`config.mk`:
```
export PLATFORM = sky130hd
export DESIGN_NAME = aps_axis_sequencer
export DESIGN_NICKNAME = d
export VERILOG_FILES = /design/src/hw/aps_pkg.sv /design/src/hw/aps_axis_sequencer.sv /design/src/hw/aps_scale.sv
export SDC_FILE = /design/constraint.sdc
export NUM_CORES = 1
export LEC_CHECK = 0
export BUFFER_PORTS_ARGS = -buffer_cell sky130_fd_sc_hd__buf_2
export CORE_MARGIN = 2
export CORE_UTILIZATION = 41
export CTS_BUF_LIST = sky130_fd_sc_hd__clkbuf_8
export DETAILED_ROUTE_END_ITERATION = 7
export PLACE_DENSITY = 0.68
export SLEW_MARGIN = 30
export SYNTH_ARGS = -nofsm -noshare
export SYNTH_HDL_FRONTEND = slang
export SYNTH_SLANG_ARGS = --single-unit
export TNS_END_PERCENT = 100
```
`constraint.sdc`:
```
create_clock -name clk_in -period 18.5 [get_ports clk_in]
set_input_delay 0 -clock clk_in [delete_from_list [all_inputs] [get_ports clk_in]]
set_output_delay 0 -clock clk_in [all_outputs]
set_load 0.005 [all_outputs]
```
`src/hw/aps_pkg.sv`:
```
// How it works
// Ready is high only with enable active and no current-loop sensor fault.
// In-position drops when position error exceeds the in-position window.
// In-position stays low whenever run is off.
// With run off, a jog input drives the axis at jog velocity.
// On jog release, target takes actual position and holding resumes.
// With run on, the external target is adopted continuously.
// Run dropping while moving sets target to actual plus braking stroke moving forward, actual minus braking stroke in reverse.
// Enable activates the valve output and health reporting on ready.
// Enable copies actual position into target and starts position control.
// Speed input maps linearly from zero to full axis velocity.
// Target and feedback inputs map linearly from zero to full stroke.
// One setting picks valve output type and command polarity together.
// Exactly two status outputs, each mirrored onto a panel indicator; status_out also carries the three break flags, which have no indicator.
// Velocity is limited by internal maximum or external speed input.
// Cable break on feedback and target inputs is flagged as a fault.
// On fault with emergency function on, valve takes configured value.
// Inputs, controller and outputs refresh once per 1 ms tick.
// Current-loop code well below the 4 mA level means broken cable.
package aps_pkg;

	localparam int APS_CLK_PERIOD_NS = 100;
	localparam int APS_TICK_TIME_US = 1000;
	localparam int APS_TICK_CYCLES = (APS_TICK_TIME_US * 1000) / APS_CLK_PERIOD_NS;
	localparam int APS_TICK_CNT_W = 14;

	localparam int APS_POS_W = 16;
	localparam logic [15:0] APS_FULL_SCALE = 16'hFFFF;
	// 4 mA on a 0..20 mA converter span, and a 3 mA break level
	localparam logic [15:0] APS_LOOP_OFFSET = 16'h3333;
	localparam logic [15:0] APS_BREAK_CODE = 16'h2666;
	localparam int APS_LOOP_MUL = 5;
	localparam int APS_LOOP_SHIFT = 2;
	localparam int APS_GAIN_SHIFT = 4;

	localparam int APS_LOOP_TARGET = 0;
	localparam int APS_LOOP_FEEDBACK = 1;
	localparam int APS_LOOP_SPEED = 2;

	typedef enum logic [1:0] {
		APS_OUT_V_POS,
		APS_OUT_V_NEG,
		APS_OUT_I_POS,
		APS_OUT_I_NEG
	} aps_out_sel_type;

	typedef enum logic [1:0] {
		APS_ST_OFF,
		APS_ST_HOLD,
		APS_ST_JOG,
		APS_ST_RUN
	} aps_state_type;

	typedef struct packed {
		logic [15:0] inpos_window;
		logic [14:0] jog_velocity;
		logic [14:0] max_velocity;
		logic use_ext_speed;
		logic [15:0] decel_stroke;
		logic [7:0] gain;
		logic [2:0] current_loop;
		aps_out_sel_type out_sel;
		logic emergency_output_function;
		logic [15:0] emergency_value;
	} aps_cfg_type;

	typedef struct packed {
		logic ready;
		logic inpos;
		logic target_break;
		logic feedback_break;
		logic speed_break;
	} aps_status_type;

	typedef struct packed {
		logic active;
		logic current_mode;
		logic [15:0] command;
	} aps_valve_type;

	localparam aps_status_type APS_STATUS_RST = '0;
	localparam aps_valve_type APS_VALVE_RST = '0;
	localparam logic [15:0] APS_POS_RST = 16'h0000;

endpackage : aps_pkg

```
`src/hw/aps_axis_sequencer.sv`:
```
`timescale 1ns/1ps
`default_nettype none
module aps_axis_sequencer
	import aps_pkg::*;
#(
	parameter int TICK_CYCLES = APS_TICK_CYCLES
)
(
	input wire logic clk_in,
	input wire logic rst_b_in,
	input wire logic ce_in,
	input wire logic enable_in,
	input wire logic run_in,
	input wire logic jog_fwd_in,
	input wire logic jog_rev_in,
	input wire logic [15:0] target_raw_in,
	input wire logic [15:0] feedback_raw_in,
	input wire logic [15:0] speed_raw_in,
	input wire aps_cfg_type cfg_in,
	output aps_valve_type valve_out,
	output aps_status_type status_out,
	output logic ready_led_out,
	output logic inpos_led_out
);

	function automatic logic [15:0] abs_diff(input logic [15:0] a,
		input logic [15:0] b);
		abs_diff = (a > b) ? (a - b) : (b - a);
	endfunction : abs_diff

	function automatic logic [15:0] sat_move(input logic [15:0] pos,
		input logic [15:0] stroke, input logic up);
		logic [16:0] sum;
		sum = {1'b0, pos} + {1'b0, stroke};
		if (up)
			sat_move = sum[16] ? APS_FULL_SCALE : sum[15:0];
		else
			sat_move = (pos > stroke) ? (pos - stroke) : 16'h0000;
	endfunction : sat_move

	function automatic logic signed [15:0] clamp(input logic signed [24:0] v,
		input logic [14:0] lim);
		logic signed [24:0] l;
		l = $signed({10'h000, lim});
		if (v > l)
			clamp = $signed({1'b0, lim});
		else if (v < -l)
			clamp = -$signed({1'b0, lim});
		else
			clamp = v[15:0];
	endfunction : clamp

	logic [APS_TICK_CNT_W-1:0] cnt_q;
	logic tick;
	logic [15:0] tgt_scaled, fb_scaled, spd_scaled;
	logic tgt_brk, fb_brk, spd_brk, sensor_fault;
	aps_state_type st_q, st_d;
	logic [15:0] tgt_q, tgt_d, act_q;
	logic signed [15:0] ctl_q, ctl_d;
	logic en_s_q, run_s_q, fault_q;
	logic jog_one;
	logic [14:0] vel_limit;
	logic signed [16:0] err;
	logic signed [24:0] prod;
	aps_valve_type valve_d;

	// Tick counter
	assign tick = ce_in && (cnt_q == APS_TICK_CNT_W'(TICK_CYCLES - 1));

	always_ff @(posedge clk_in)
	begin
		if (!rst_b_in)
			cnt_q <= '0;
		else if (ce_in)
			cnt_q <= tick ? '0 : cnt_q + 1'b1;
	end

	aps_scale u_target (
		.raw_in(target_raw_in),
		.current_loop_in(cfg_in.current_loop[APS_LOOP_TARGET]),
		.scaled_out(tgt_scaled),
		.broken_out(tgt_brk)
	);

	aps_scale u_feedback (
		.raw_in(feedback_raw_in),
		.current_loop_in(cfg_in.current_loop[APS_LOOP_FEEDBACK]),
		.scaled_out(fb_scaled),
		.broken_out(fb_brk)
	);

	aps_scale u_speed (
		.raw_in(speed_raw_in),
		.current_loop_in(cfg_in.current_loop[APS_LOOP_SPEED]),
		.scaled_out(spd_scaled),
		.broken_out(spd_brk)
	);

	assign sensor_fault = tgt_brk || fb_brk || spd_brk;
	assign jog_one = jog_fwd_in ^ jog_rev_in;

	// Sequencing and target handling
	always_comb
	begin
		st_d = st_q;
		tgt_d = tgt_q;
		case (st_q)
			APS_ST_OFF:
			begin
				if (enable_in)
				begin
					tgt_d = fb_scaled;
					st_d = APS_ST_HOLD;
				end
			end
			APS_ST_HOLD:
			begin
				if (run_in)
				begin
					tgt_d = tgt_scaled;
					st_d = APS_ST_RUN;
				end
				else if (jog_one)
					st_d = APS_ST_JOG;
			end
			APS_ST_JOG:
			begin
				// Both jogs at once count as a release
				if (run_in || !jog_one)
				begin
					tgt_d = fb_scaled;
					st_d = APS_ST_HOLD;
				end
			end
			APS_ST_RUN:
			begin
				if (run_in)
					tgt_d = tgt_scaled;
				else
				begin
					if (ctl_q != 16'sh0000)
						tgt_d = sat_move(fb_scaled, cfg_in.decel_stroke,
							!ctl_q[15]);
					st_d = APS_ST_HOLD;
				end
			end
			default:
				st_d = APS_ST_OFF;
		endcase
		if (!enable_in)
			st_d = APS_ST_OFF;
	end

	always_ff @(posedge clk_in)
	begin
		if (!rst_b_in)
		begin
			st_q <= APS_ST_OFF;
			tgt_q <= APS_POS_RST;
			act_q <= APS_POS_RST;
			en_s_q <= 1'b0;
			run_s_q <= 1'b0;
			fault_q <= 1'b0;
		end
		else if (tick)
		begin
			st_q <= st_d;
			tgt_q <= tgt_d;
			act_q <= fb_scaled;
			en_s_q <= enable_in;
			run_s_q <= run_in;
			fault_q <= sensor_fault;
		end
	end

	// Position controller with speed limit
	assign vel_limit = cfg_in.use_ext_speed ? spd_scaled[15:1]
		: cfg_in.max_velocity;
	assign err = $signed({1'b0, tgt_d}) - $signed({1'b0, fb_scaled});
	assign prod = 25'((err * $signed({1'b0, cfg_in.gain})) >>> APS_GAIN_SHIFT);

	always_comb
	begin
		ctl_d = 16'sh0000;
		if (st_d == APS_ST_JOG)
		begin
			ctl_d = clamp($signed({10'h000, cfg_in.jog_velocity}), vel_limit);
			if (jog_rev_in)
				ctl_d = -ctl_d;
		end
		else if (st_d != APS_ST_OFF)
			ctl_d = clamp(prod, vel_limit);
	end

	// Valve output stage
	always_comb
	begin
		valve_d = APS_VALVE_RST;
		valve_d.current_mode = (cfg_in.out_sel == APS_OUT_I_POS)
			|| (cfg_in.out_sel == APS_OUT_I_NEG);
		if ((sensor_fault || !enable_in) && cfg_in.emergency_output_function)
		begin
			valve_d.active = 1'b1;
			valve_d.command = cfg_in.emergency_value;
		end
		else if (enable_in)
		begin
			valve_d.active = 1'b1;
			// A broken sensor with no emergency value leaves the valve centred
			if (!sensor_fault)
				valve_d.command = ((cfg_in.out_sel == APS_OUT_V_NEG)
					|| (cfg_in.out_sel == APS_OUT_I_NEG)) ? -ctl_d : ctl_d;
		end
	end

	always_ff @(posedge clk_in)
	begin
		if (!rst_b_in)
		begin
			ctl_q <= 16'sh0000;
			valve_out <= APS_VALVE_RST;
		end
		else if (tick)
		begin
			ctl_q <= ctl_d;
			valve_out <= valve_d;
		end
	end

	// Status outputs
	always_ff @(posedge clk_in)
	begin
		if (!rst_b_in)
			status_out <= APS_STATUS_RST;
		else if (tick)
		begin
			status_out.ready <= enable_in && !sensor_fault;
			status_out.inpos <= run_in && (st_d == APS_ST_RUN)
				&& (abs_diff(tgt_d, fb_scaled) <= cfg_in.inpos_window);
			status_out.target_break <= tgt_brk;
			status_out.feedback_break <= fb_brk;
			status_out.speed_break <= spd_brk;
		end
	end

	assign ready_led_out = status_out.ready;
	assign inpos_led_out = status_out.inpos;
endmodule : aps_axis_sequencer
`default_nettype wire

```
`src/hw/aps_scale.sv`:
```
`timescale 1ns/1ps
`default_nettype none
module aps_scale
	import aps_pkg::*;
(
	input wire logic [15:0] raw_in,
	input wire logic current_loop_in,
	output logic [15:0] scaled_out,
	output logic broken_out
);

	logic [18:0] span;

	always_comb
	begin
		span = 19'h00000;
		if (!current_loop_in)
		begin
			scaled_out = raw_in;
		end
		else if (raw_in < APS_LOOP_OFFSET)
		begin
			scaled_out = 16'h0000;
		end
		else
		begin
			// Stretch 4..20 mA back onto the full code range
			span = 19'((19'(raw_in - APS_LOOP_OFFSET) * 19'(APS_LOOP_MUL))
				>> APS_LOOP_SHIFT);
			scaled_out = (span > 19'(APS_FULL_SCALE)) ? APS_FULL_SCALE
				: span[15:0];
		end
	end

	// Voltage inputs cannot show a break, so only current loops flag it
	assign broken_out = current_loop_in && (raw_in < APS_BREAK_CODE);

endmodule : aps_scale
`default_nettype wire
```
==> summary.md <==
| Metric | Value |
|---|---|
| Area contributors post-synth | ha_1 (18%), fa_1 (11%), dfxtp_1 (6.8%) |
| Slew Limit Fails | 0 |
| Gr usage total | 25.58% |
| Actual slew at the worst max-slew pin | 980.8 ps |
| Fin nets | 3512 |
| Hold Path Class | in -> reg |
| Ys flop type | dfxtp_1 |
| Run status | finished, final reports clean |
| Initial antenna violation count | 3 |
| Initial Util | 41.55% |
| Final setup viols | 0 |
| HP Start | cfg_in[1] |
| Share of the synthesized area in the top cell type | 17.65% |
| Proportion of layout cells with a drive suffix above 1 | 11.41% |
| Final Hold Vio Count | 0 |
| Final wirelength | roughly 70 mm |
| Worst skew pair latency | 380 ps |
| Yosys warns | 0 |
| Syn nets | 3391 |
| Critical path type | in -> reg |
| CTS clk-pin slew, worst paths | around 90 ps |
| Total number of vias | 21370 |
| CP Capture Type | flop |
| First-pass GRT wire length | 109.2 mm |
| Clk root buf | clkbuf_8 |
| Synth area leader | ha_1 |
| Drt initial violations | 2277 |
| Number of global-route vias before repair | slightly below 20000 |
| Die area | between 50000 and 60000 µm² |
| Most frequent cells after synthesis | inv_1 (311), ha_1 (294), nand2_1 (244), a21oi_1 (243), nor2_1 (202) |
| Slowest cell on crit path | fa_2 |
| TritonCTS clock tree | built |
| WP data required | approximately 19000 ps |
| Skew final | between 10 and 15 ps |
| Placed Area | 22430 µm² |
| FF-to-FF Start | ctl_q[15] |
| Hold path depth | 4 |
| Filler cell count in the final layout | 5119 |
| Reg-to-Reg End | valve_out[12] |
| #FFs+latches synth | between 70 and 80 |
| Reg2Reg Depth | a little over 60 |
| Finished Cell Area | 22840 µm² |
| PnR worst setup slack | approximately 1100 ps |
| Largest net degree at the start of global routing | 54 |
| Synth cell types | 105 |
| Register area share after synthesis | 6.819% |
| Clock sink total | 71 |
| Multi-input gate area | 17860 µm² |
| Remaining DRCs | 0 |
| Rel. slew slack | 34.22% |
| Via/cell ratio | 5.881 |
| Core ar. | 50170 µm² |
| Max Cap Viol | 0 |
| Drt wl/cell | about 19 µm |
| Die Y | approximately 230 µm |
| Port Buffers | 172 |
| Post-DP HPWL | ~57 mm |
| Critical path arrival | approximately 18000 ps |
| Top Ports | 173 |
| GP Congestion | 1.006 |
| Grt ovf | 0 |
| DRT Pass-1 Iters | 6 |
| CP max stage delay | 650 ps |
| Share of synthesized registers carrying an async set or reset | 0% |
| Routed Antenna Nets | 0 |
| Fin crit share | 93.87% |
| Hold path endpoint | valve_out[1] |
| Crit path max fanout | 12 |
| Post-synth EDFFs | 0 |
| CP startpoint kind | input pin |
| Fin Setup TNS | 0 ps |
| Min Tclk post-route | 17370 ps |
| Worst R2R Setup Slack | 5490 ps |
| FMAX | 57.59 MHz |
| CTS buffer count | 9 |
| Worst-case clock buffer depth | 2 |
| Die width | 229.5 µm |
| Area grow syn2layout | 9.550% |
| Syn avg cell area | around 7.4 µm² |
| Register area | between 1000 and 1500 µm² |
| Post-place setup slack | -295.8 ps |
| Count leader, synth | inv_1 |
| Post-synthesis cell area | 20840 µm² |
| H-Tree Depth | 3 |
| Cells after Synth | about 2800 |
| Diodes inserted | 0 |
| Final Util | 45.52% |
| Rows | 82 |
==> final cells by class <==
| type | count | area share (%) |
|---|---|---|
| sequential | 71 | 6.224 |
| clock buffer | 10 | 0.6027 |
| tap | 672 | 3.682 |
| clock inverter | 6 | 0.2301 |
| multi-input combinational | 2329 | 78.23 |
| inverter | 315 | 5.233 |
| timing repair buffer | 231 | 5.797 |
==> worst max-delay path by stage <==
stage | from | endpoint | cells past startpoint
detailed placement | feedback_raw_in[0] | valve_out[12] | 87
global placement | feedback_raw_in[0] | valve_out[12] | 87
CTS | feedback_raw_in[0] | valve_out[12] | 87
global route | feedback_raw_in[0] | valve_out[12] | 88
floorplan | feedback_raw_in[0] | valve_out[12] | 87
finish | feedback_raw_in[0] | valve_out[12] | 90
==> cell families after synthesis <==
kind of cell             after synthesis  share of synthesized area (%)
flip-flops                            71                          6.819
XOR/XNOR                             172                          7.263
AND/OR/NAND/NOR                      840                          19.88
multiplexers                          39                          1.963
AO/OA/AOI/OAI                        871                          27.48
buffers and inverters                436                          8.097
adder cells (fa/ha/maj)              407                          28.50
==> timing repair <==
item	CTS	global route
endpoints found under the setup margin	0	32
hold endpoints to repair	9	0
hold buffers	8	0
resized for setup	0	30
buffers inserted	0	5
==> metal layers <==
layer	track usage (%)	wire length [µm]	vias to the layer above
li1	-	-	10300
met1	36.95	32160	10050
met2	40.28	30250	905
met3	2.839	5056	116
met4	6.554	1693	2
met5	0	11	-
==> placed cells by master, fill, tap and decap left out, types with 18 or more instances in the layout <==
cell type	count
nand2_1	243
xor2_1	59
nor2_1	202
ha_1	293
buf_4	51
nand3_1	46
inv_1	310
or3_1	22
o211ai_1	24
and3_1	22
a31oi_1	40
nor4_1	20
nand4_1	29
buf_2	172
nor3_1	62
nor2b_1	37
nand2b_1	23
o21ai_0	166
o21bai_1	37
and2_1	74
dfxtp_1	71
a21o_1	53
o21a_1	39
o22ai_1	18
a211oi_1	41
a22oi_1	20
mux2i_1	28
xnor2_1	110
fa_1	112
a21oi_1	232
==> critical path: cells and delay by family <==
family / cells / cell delay (ps)
buffers and inverters: 12 / 1430
adder cells (fa/ha/maj): 13 / 4680
multiplexers: 2 / 490
AND/OR/NAND/NOR: 16 / 3010
AO/OA/AOI/OAI: 46 / 7790
XOR/XNOR: 1 / 190
==> metrics by stage <==
| stage | hold WS (ps) | cells |
|---|---|---|
| final | 21.67 | 3634 |
| after global routing | 36.44 | 3634 |
| after CTS | 2.565 | 3629 |
| after detailed placement | 296.8 | 3605 |
| after global placement | 288.4 | 3605 |
| after floorplan | 140.5 | 2836 |
==> sequential cells by signal, indices dropped and copies added (netlist names) <==
signal	flops
valve_out	18
cnt_q	14
ctl_q	16
st_q	2
tgt_q	16
status_out	3
ready_led_out	1
inpos_led_out	1
Power is not shown: default switching activity piles up to over one toggle a cycle in this logic, so the estimate is an artifact.
